--- config.mk ---
export PLATFORM = sky130hd
export DESIGN_NAME = lpirq_top
export DESIGN_NICKNAME = d
export VERILOG_FILES = /design/src/lpirq_pkg.sv /design/src/lpirq_top.sv
export SDC_FILE = /design/constraint.sdc
export NUM_CORES = 1
export LEC_CHECK = 0
export CORE_MARGIN = 2
export CORE_UTILIZATION = 40
export CTS_BUF_LIST = sky130_fd_sc_hd__clkbuf_16
export DETAILED_ROUTE_END_ITERATION = 8
export DONT_BUFFER_PORTS = 1
export GPL_ROUTABILITY_DRIVEN = 1
export GPL_TIMING_DRIVEN = 0
export PLACE_DENSITY_LB_ADDON = 0.05
export SETUP_SLACK_MARGIN = 0.2
export SYNTH_ARGS = -nofsm -noshare
export SYNTH_HDL_FRONTEND = slang
export SYNTH_SLANG_ARGS = --single-unit
--- constraint.sdc ---
create_clock -name MCLK_I -period 8.5 [get_ports MCLK_I]
set_clock_uncertainty 0.1 [all_clocks]
set_input_delay 0 -clock MCLK_I [delete_from_list [all_inputs] [get_ports MCLK_I]]
set_output_delay 0 -clock MCLK_I [all_outputs]
set_load 0.05 [all_outputs]
--- src/lpirq_pkg.sv ---
// constants, types and priority arbitration for the low-power and interrupt-priority block
package lpirq_pkg;

	// register indices; byte address is four times the index
	localparam logic [7:0] LPIRQ_IDX_PWR_CTRL = 8'h87;
	localparam logic [7:0] LPIRQ_IDX_PRIO_HI  = 8'hB7;
	localparam logic [7:0] LPIRQ_IDX_PRIO_LO  = 8'hB8;
	localparam logic [7:0] LPIRQ_IDX_STATUS   = 8'hC0;
	localparam logic [7:0] LPIRQ_IDX_BITSET   = 8'hC1;

	// power control field positions
	localparam int LPIRQ_PWR_IDLE  = 0;
	localparam int LPIRQ_PWR_PDOWN = 1;
	localparam int LPIRQ_PWR_UFA   = 2;
	localparam int LPIRQ_PWR_UFB   = 3;

	// source positions in both priority registers (also poll order)
	localparam int LPIRQ_SRC_EXT0 = 0;
	localparam int LPIRQ_SRC_EXT1 = 2;
	localparam int LPIRQ_NSRC     = 5;

	// single-bit access register fields
	localparam int LPIRQ_BIT_VAL  = 3;

	// reset values
	localparam logic [4:0] LPIRQ_PRIO_RST = 5'h00;
	localparam logic [1:0] LPIRQ_UF_RST   = 2'h0;

	typedef enum logic [3:0] {
		LPS_RUN   = 4'h1,
		LPS_IDLE  = 4'h2,
		LPS_PDOWN = 4'h4,
		LPS_WAKE  = 4'h8
	} lpirq_state_t;

	// {valid, level[1:0], source[2:0]}; strict compare keeps lower index on ties
	function automatic logic [5:0] lpirq_pick(input logic [4:0] req, input logic [4:0] hi, input logic [4:0] lo);
		logic       found;
		logic [1:0] lvl;
		logic [2:0] src;
		found = 1'b0;
		lvl   = 2'h0;
		src   = 3'h0;
		for (int i = 0; i < LPIRQ_NSRC; i++) begin
			if (req[i] && (!found || {hi[i], lo[i]} > lvl)) begin
				found = 1'b1;
				lvl   = {hi[i], lo[i]};
				src   = 3'(i);
			end
		end
		return {found, lvl, src};
	endfunction

endpackage

--- src/lpirq_top.sv ---
// low-power mode control with interrupt priority registers on an avalon-mm slave
`timescale 1ns/1ps
module lpirq_top
	import lpirq_pkg::*;
(
	// clock and reset
	input  wire logic        MCLK_I,
	input  wire logic        RESET_I,
	// avalon-mm slave
	input  wire logic [9:0]  AVS_ADDRESS_I,
	input  wire logic        AVS_READ_I,
	input  wire logic        AVS_WRITE_I,
	input  wire logic [31:0] AVS_WRITEDATA_I,
	input  wire logic [3:0]  AVS_BYTEENABLE_I,
	output logic      [31:0] AVS_READDATA_O,
	output logic             AVS_WAITREQUEST_O,
	// processor core side
	input  wire logic        INSTR_DONE_I,
	input  wire logic        CORE_ALE_I,
	input  wire logic        CORE_PROG_STROBE_I,
	input  wire logic [4:0]  IRQ_REQ_I,
	input  wire logic [4:0]  IRQ_EN_I,
	input  wire logic        IRQ_GLOBAL_EN_I,
	// external interrupt pins, active low
	input  wire logic        EXT_IRQ_PIN_A_N_I,
	input  wire logic        EXT_IRQ_PIN_B_N_I,
	// clock gating and pin control
	output logic             CORE_CLK_EN_O,
	output logic             PERIPH_CLK_EN_O,
	output logic             OSC_EN_O,
	output logic             ALE_O,
	output logic             PROGRAM_STORE_STROBE_O,
	output logic             PORT_HOLD_O,
	output logic             PORT0_FLOAT_O,
	output logic             PORT2_ADDR_O,
	// interrupt selection
	output logic             IRQ_VALID_O,
	output logic      [2:0]  IRQ_SRC_O,
	output logic      [1:0]  IRQ_LEVEL_O,
	output logic             WAKE_VECTOR_O
);

	typedef struct packed {
		lpirq_state_t state;
		logic [4:0]   prio_high;
		logic [4:0]   prio_low;
		logic         idle_request_bit;
		logic         powerdown_request_bit;
		logic         user_flag_a;
		logic         user_flag_b;
		logic         wreq;
		logic [7:0]   rdata;
		logic         ale;
		logic         pstrobe;
		logic         core_clk;
		logic         periph_clk;
		logic         osc;
		logic         hold;
		logic         p0_float;
		logic         p2_addr;
		logic         irq_valid;
		logic [2:0]   irq_src;
		logic [1:0]   irq_lvl;
		logic         wake_vec;
		logic [1:0]   wake_mask;
	} lpirq_st_t;

	lpirq_st_t   st_q;
	lpirq_st_t   st_d;
	logic        bus_req;
	logic        bus_commit;
	logic [7:0]  idx;
	logic [4:0]  req_en;
	logic [5:0]  pick_n;
	logic [5:0]  pick_w;
	logic [1:0]  pins_low;
	logic [1:0]  pins_rel;
	logic [4:0]  wake_req;

	assign bus_req    = AVS_READ_I || AVS_WRITE_I;
	assign bus_commit = AVS_WRITE_I && !st_q.wreq && AVS_BYTEENABLE_I[0];
	assign idx        = AVS_ADDRESS_I[9:2];
	assign req_en     = IRQ_REQ_I & IRQ_EN_I & {5{IRQ_GLOBAL_EN_I}};
	assign pick_n     = lpirq_pick(req_en, st_q.prio_high, st_q.prio_low);

	// only the two external pins can wake from power-down
	assign pins_low = {~EXT_IRQ_PIN_B_N_I & IRQ_EN_I[LPIRQ_SRC_EXT1],
		~EXT_IRQ_PIN_A_N_I & IRQ_EN_I[LPIRQ_SRC_EXT0]} & {2{IRQ_GLOBAL_EN_I}};
	assign pins_rel = st_q.wake_mask & {EXT_IRQ_PIN_B_N_I, EXT_IRQ_PIN_A_N_I};

	always_comb begin
		wake_req = '0;
		wake_req[LPIRQ_SRC_EXT0] = st_q.wake_mask[0];
		wake_req[LPIRQ_SRC_EXT1] = st_q.wake_mask[1];
	end

	// among all enabled pins held low, the higher priority one is served
	assign pick_w = lpirq_pick(wake_req, st_q.prio_high, st_q.prio_low);

	always_comb begin
		st_d          = st_q;
		st_d.wreq     = 1'b1;
		st_d.wake_vec = 1'b0;

		// first request cycle: capture read data, drop waitrequest next edge
		if (bus_req && st_q.wreq) begin
			st_d.wreq  = 1'b0;
			st_d.rdata = 8'h00;
			if (idx == LPIRQ_IDX_PWR_CTRL) begin
				st_d.rdata = {4'h0, st_q.user_flag_b, st_q.user_flag_a,
					st_q.powerdown_request_bit, st_q.idle_request_bit};
			end else if (idx == LPIRQ_IDX_PRIO_HI) begin
				st_d.rdata = {3'h0, st_q.prio_high};
			end else if (idx == LPIRQ_IDX_PRIO_LO) begin
				st_d.rdata = {3'h0, st_q.prio_low};
			end else if (idx == LPIRQ_IDX_STATUS) begin
				st_d.rdata = {pick_n[5], pick_n[4:3], pick_n[2:0],
					st_q.state == LPS_PDOWN || st_q.state == LPS_WAKE, st_q.state == LPS_IDLE};
			end
		end

		// mode sequencing; leaving idle clears the idle request bit, leaving power-down clears both mode request bits in hardware
		case (st_q.state)
			LPS_RUN: begin
				if (INSTR_DONE_I && st_q.powerdown_request_bit) begin
					st_d.state = LPS_PDOWN;
				end else if (INSTR_DONE_I && st_q.idle_request_bit) begin
					st_d.state = LPS_IDLE;
				end
			end
			LPS_IDLE: begin
				if (pick_n[5]) begin
					st_d.state            = LPS_RUN;
					st_d.idle_request_bit = 1'b0;
					st_d.wake_vec         = 1'b1;
				end
			end
			LPS_PDOWN: begin
				if (|pins_low) begin
					st_d.state     = LPS_WAKE;
					st_d.wake_mask = pins_low;
				end
			end
			LPS_WAKE: begin
				// oscillator runs; the waker holds the pin until it has settled
				if (|pins_rel) begin
					st_d.state                 = LPS_RUN;
					st_d.idle_request_bit      = 1'b0;
					st_d.powerdown_request_bit = 1'b0;
					st_d.wake_vec              = 1'b1;
					st_d.wake_mask             = 2'h0;
				end else begin
					st_d.wake_mask = st_q.wake_mask | pins_low;
				end
			end
			default: begin
				st_d.state = LPS_RUN;
			end
		endcase

		// a write in the same cycle as a hardware clear wins
		if (bus_commit) begin
			if (idx == LPIRQ_IDX_PWR_CTRL) begin
				st_d.idle_request_bit      = AVS_WRITEDATA_I[LPIRQ_PWR_IDLE];
				st_d.powerdown_request_bit = AVS_WRITEDATA_I[LPIRQ_PWR_PDOWN];
				st_d.user_flag_a           = AVS_WRITEDATA_I[LPIRQ_PWR_UFA];
				st_d.user_flag_b           = AVS_WRITEDATA_I[LPIRQ_PWR_UFB];
			end else if (idx == LPIRQ_IDX_PRIO_HI) begin
				st_d.prio_high = AVS_WRITEDATA_I[4:0];
			end else if (idx == LPIRQ_IDX_PRIO_LO) begin
				st_d.prio_low = AVS_WRITEDATA_I[4:0];
			end else if (idx == LPIRQ_IDX_BITSET) begin
				// single-bit access reaches the low bits only
				if (AVS_WRITEDATA_I[2:0] < 3'(LPIRQ_NSRC)) begin
					st_d.prio_low[AVS_WRITEDATA_I[2:0]] = AVS_WRITEDATA_I[LPIRQ_BIT_VAL];
				end
			end
		end

		// pin and clock controls follow the next state so they line up with it
		st_d.core_clk   = st_d.state == LPS_RUN;
		st_d.periph_clk = st_d.state != LPS_PDOWN;
		st_d.osc        = st_d.state != LPS_PDOWN;
		st_d.hold       = st_d.state != LPS_RUN;
		st_d.p0_float   = st_d.state != LPS_RUN;
		st_d.p2_addr    = st_d.state == LPS_IDLE;
		if (st_d.state == LPS_RUN) begin
			st_d.ale     = CORE_ALE_I;
			st_d.pstrobe = CORE_PROG_STROBE_I;
		end else begin
			st_d.ale     = st_d.state == LPS_IDLE;
			st_d.pstrobe = st_d.state == LPS_IDLE;
		end

		st_d.irq_valid = (st_d.state == LPS_RUN) && (pick_n[5] || st_d.wake_vec);
		if (st_q.state == LPS_WAKE) begin
			st_d.irq_src = pick_w[2:0];
			st_d.irq_lvl = pick_w[4:3];
		end else begin
			st_d.irq_src = pick_n[2:0];
			st_d.irq_lvl = pick_n[4:3];
		end
	end

	// reset puts every register back; leaving power-down by pin does not
	always_ff @(posedge MCLK_I) begin
		if (RESET_I) begin
			st_q                       <= '0;
			st_q.state                 <= LPS_RUN;
			st_q.prio_high             <= LPIRQ_PRIO_RST;
			st_q.prio_low              <= LPIRQ_PRIO_RST;
			st_q.powerdown_request_bit <= 1'b0;
			{st_q.user_flag_b, st_q.user_flag_a} <= LPIRQ_UF_RST;
			st_q.wreq                  <= 1'b1;
			st_q.core_clk              <= 1'b1;
			st_q.periph_clk            <= 1'b1;
			st_q.osc                   <= 1'b1;
		end else begin
			st_q <= st_d;
		end
	end

	assign AVS_READDATA_O         = {24'h000000, st_q.rdata};
	assign AVS_WAITREQUEST_O      = st_q.wreq;
	assign CORE_CLK_EN_O          = st_q.core_clk;
	assign PERIPH_CLK_EN_O        = st_q.periph_clk;
	assign OSC_EN_O               = st_q.osc;
	assign ALE_O                  = st_q.ale;
	assign PROGRAM_STORE_STROBE_O = st_q.pstrobe;
	assign PORT_HOLD_O            = st_q.hold;
	assign PORT0_FLOAT_O          = st_q.p0_float;
	assign PORT2_ADDR_O           = st_q.p2_addr;
	assign IRQ_VALID_O            = st_q.irq_valid;
	assign IRQ_SRC_O              = st_q.irq_src;
	assign IRQ_LEVEL_O            = st_q.irq_lvl;
	assign WAKE_VECTOR_O          = st_q.wake_vec;
endmodule

==> metrics.cfg <==
[status]
status=complete, but fails checks
violations=negative hold slack

[grt]
grt_overflow_total=0
first_global_vias=2181
track_usage_pct=19.1
grt_pass1_wl_um=11100
grt_max_degree=15
antenna_found_initial=0

[synthesis]
synth_top_area_share_pct=31.1
ys_top_cells_by_area=dfxtp_1 (31%), buf_4 (11%), o21ai_0 (5.0%)
ys_seq_elements=42
syn_inst=336
synth_top_cell_by_area=dfxtp_1
synth_seq_area_share_pct=31.1
avgSynthCellArea_um2=8.05
synthFlopType=dfxtp_1
synth_most_common_cell=dfxtp_1
synth_area_um2=2700
synth_warnings=0
synth_common_cells=dfxtp_1 (42), buf_4 (39), nand2_1 (32)
async_reset_ff_share_pct=0
synth_cell_types=57
synth_edf_count=0

[critical_path]
crit_type=register to register
path_delay_family=compound AO/OA/AOI/OAI gates
cp_max_fo=6
crit_path_frequent_cell=ha_1
timing.critical_path.slowest_cell_delay_ps=740
start_kind=register
worstPathArrival_ps=6020
end_kind=register
crit_required_ps=8570
crit_buf_inv=0
slowest_stage=a211oi_1

[clocking]
htreeDepth=2
cts_tree=yes
cts_resized=0
cts_num_sinks=42
cts_buffers=5
clock_path_buffers=2
postCtsSetupBuffers=0
clk_pin_slew_worst_paths_ps=60
clk_latency_ps=280
cts-root-buf=clkbuf_16

[floorplan]
ios=114
fp.dieArea_um2=7430
rows=29
die_w_um=86.2
die_h_um=86.2
initial_core_util_pct=41.9
core_area_um2=6460

[sta]
whs_ps=-5.64
tns_ps=0
hold_viol=1
fmax_mhz=168
tightest_slew_ps=832
setup_viol=0
slew_headroom_pct=44.2
period_needed_ps=5960
rsz0062_at_grt=false
slew_viol_final=0
period_share_pct=70.1

[drt]
drc_errors=0
wl_um=7110
dr.pass1.iters=4
wl_per_cell_um=15.5
num_vias=2460
vias_per_cell=5.36
drt_iter0_markers=95
drtAntennaViolNets=0

[placed_design]
dp_cells=436
dp_hpwl_um=5430
portBuffers=0
gp_congestion=0.839

[hold_path]
holdCritPathClass=input port to register

[cells_and_area]
synthToLayoutAreaGrowth_pct=18.6
drive_gt1_share_pct=14.1
num_antenna_cells=0
fin_cells=459
finalNetCount=457

[pwr]
ir_drop_v=0.0000828
p_total_uw=501
p_leak_nw=1.31
p_per_area_nw_per_um2=156

[flow_run]
drv_cap=0

## what timing repair did
| action | CTS | global route |
|---|---|---|
| endpoints found under the hold margin | 31 | 0 |
| setup endpoints to repair | 0 | 0 |
| hold buffers | 15 | 0 |
## worst paths after layout
kind | start | to | slack, ps | depth (start not counted)
worst max-delay path | st_q[35]$_SDFFE_PP0P_ | AVS_READDATA_O[3]$_SDFFE_PP0P_ | 2540 | 25
worst min-delay path | AVS_WRITE_I | AVS_READDATA_O[7]$_SDFFE_PP0P_ | -6 | 3
worst max register to register | st_q[35]$_SDFFE_PP0P_ | AVS_READDATA_O[3]$_SDFFE_PP0P_ | 2540 | 25
worst min register to register | AVS_READDATA_O[7]$_SDFFE_PP0P_ | AVS_READDATA_O[7]$_SDFFE_PP0P_ | 360 | 2
## routing by layer
layer  track usage [%]  part of all wire (%)  wire length, µm
met1              25.8                    46             3250
met2              31.7                    48             3400
met3              3.71                   5.4              385
met4              4.69                  0.97               69
met5                 0                     0                0
## state kept, by name, indices dropped and copies added (netlist names), 2 cells and up
| name | flops |
|---|---|
| IRQ_SRC_O | 3 |
| IRQ_LEVEL_O | 2 |
| AVS_READDATA_O | 8 |
| st_q | 20 |
## report_power, final
group / switching [mW] / internal (mW) / total (mW) / leakage [nW]
Sequential: 0.00547 / 0.200 / 0.205 / 0.340
Clock: 0.0787 / 0.139 / 0.218 / 0.0842
Combinational: 0.0537 / 0.0247 / 0.0783 / 0.884
Total: 0.138 / 0.363 / 0.501 / 1.31
## per-stage QoR
step | utilization, % | setup WS [ps] | hold slack (ps) | instance area, µm²
after floorplan | - | 3530 | 9.97 | 2790
after detailed placement | 44.7 | 2740 | 13.8 | 2890
after global routing | 49.6 | 2190 | 46.5 | 3210
after global placement | 44.7 | 2780 | 12.1 | 2890
after CTS | 49.6 | 2660 | 0.300 | 3210
final | 49.6 | 2540 | -5.64 | 3210
## tightest hold or removal path: stages
cell     delay [ps]
o21ai_0         170
nand2_1         110
a21oi_1          50
## layout make-up
class	instances	area [µm²]
Fill cell	648	3250
Clock inverter	3	43.8
Sequential cell	42	841
Clock buffer	5	125
Multi-Input combinational cell	258	1580
Inverter	13	48.8
Timing Repair Buffer	15	150
Tap cell	77	96.3
Buffer	46	320
## placed cells by master, fill, tap and decap left out, types with 3 or more instances in the layout
cell type and instances:
dfxtp_1 42, buf_4 39, nand2_1 32, o21ai_0 27
nor2_1 26, conb_1 24, a21oi_1 18, dlygate4sd3_1 15
inv_1 13, nor3_1 12, nor2b_1 10, ha_1 10
mux2i_1 9, a211oi_1 7, nand3_1 6, a21o_1 6
clkbuf_1 6, and2_1 5, a32oi_1 5, clkbuf_16 5
o21a_1 3, nand3b_1 3, a22oi_1 3, nand4_1 3
or3_1 3
## cells by family (layout without fill, tap and decap cells)
logic type | count (synthesis) | after routing | share of synthesized area [%]
buffers and inverters | 59 | 82 | 13.7
XOR/XNOR | 2 | 2 | 0.648
flip-flops | 42 | 42 | 31.1
adder cells (fa/ha/maj) | 10 | 10 | 4.63
other | 1 | 24 | 0.139
AO/OA/AOI/OAI | 96 | 96 | 24.1
multiplexers | 10 | 10 | 3.75
AND/OR/NAND/NOR | 116 | 116 | 22.0
Power figures use the tool's default switching activity.
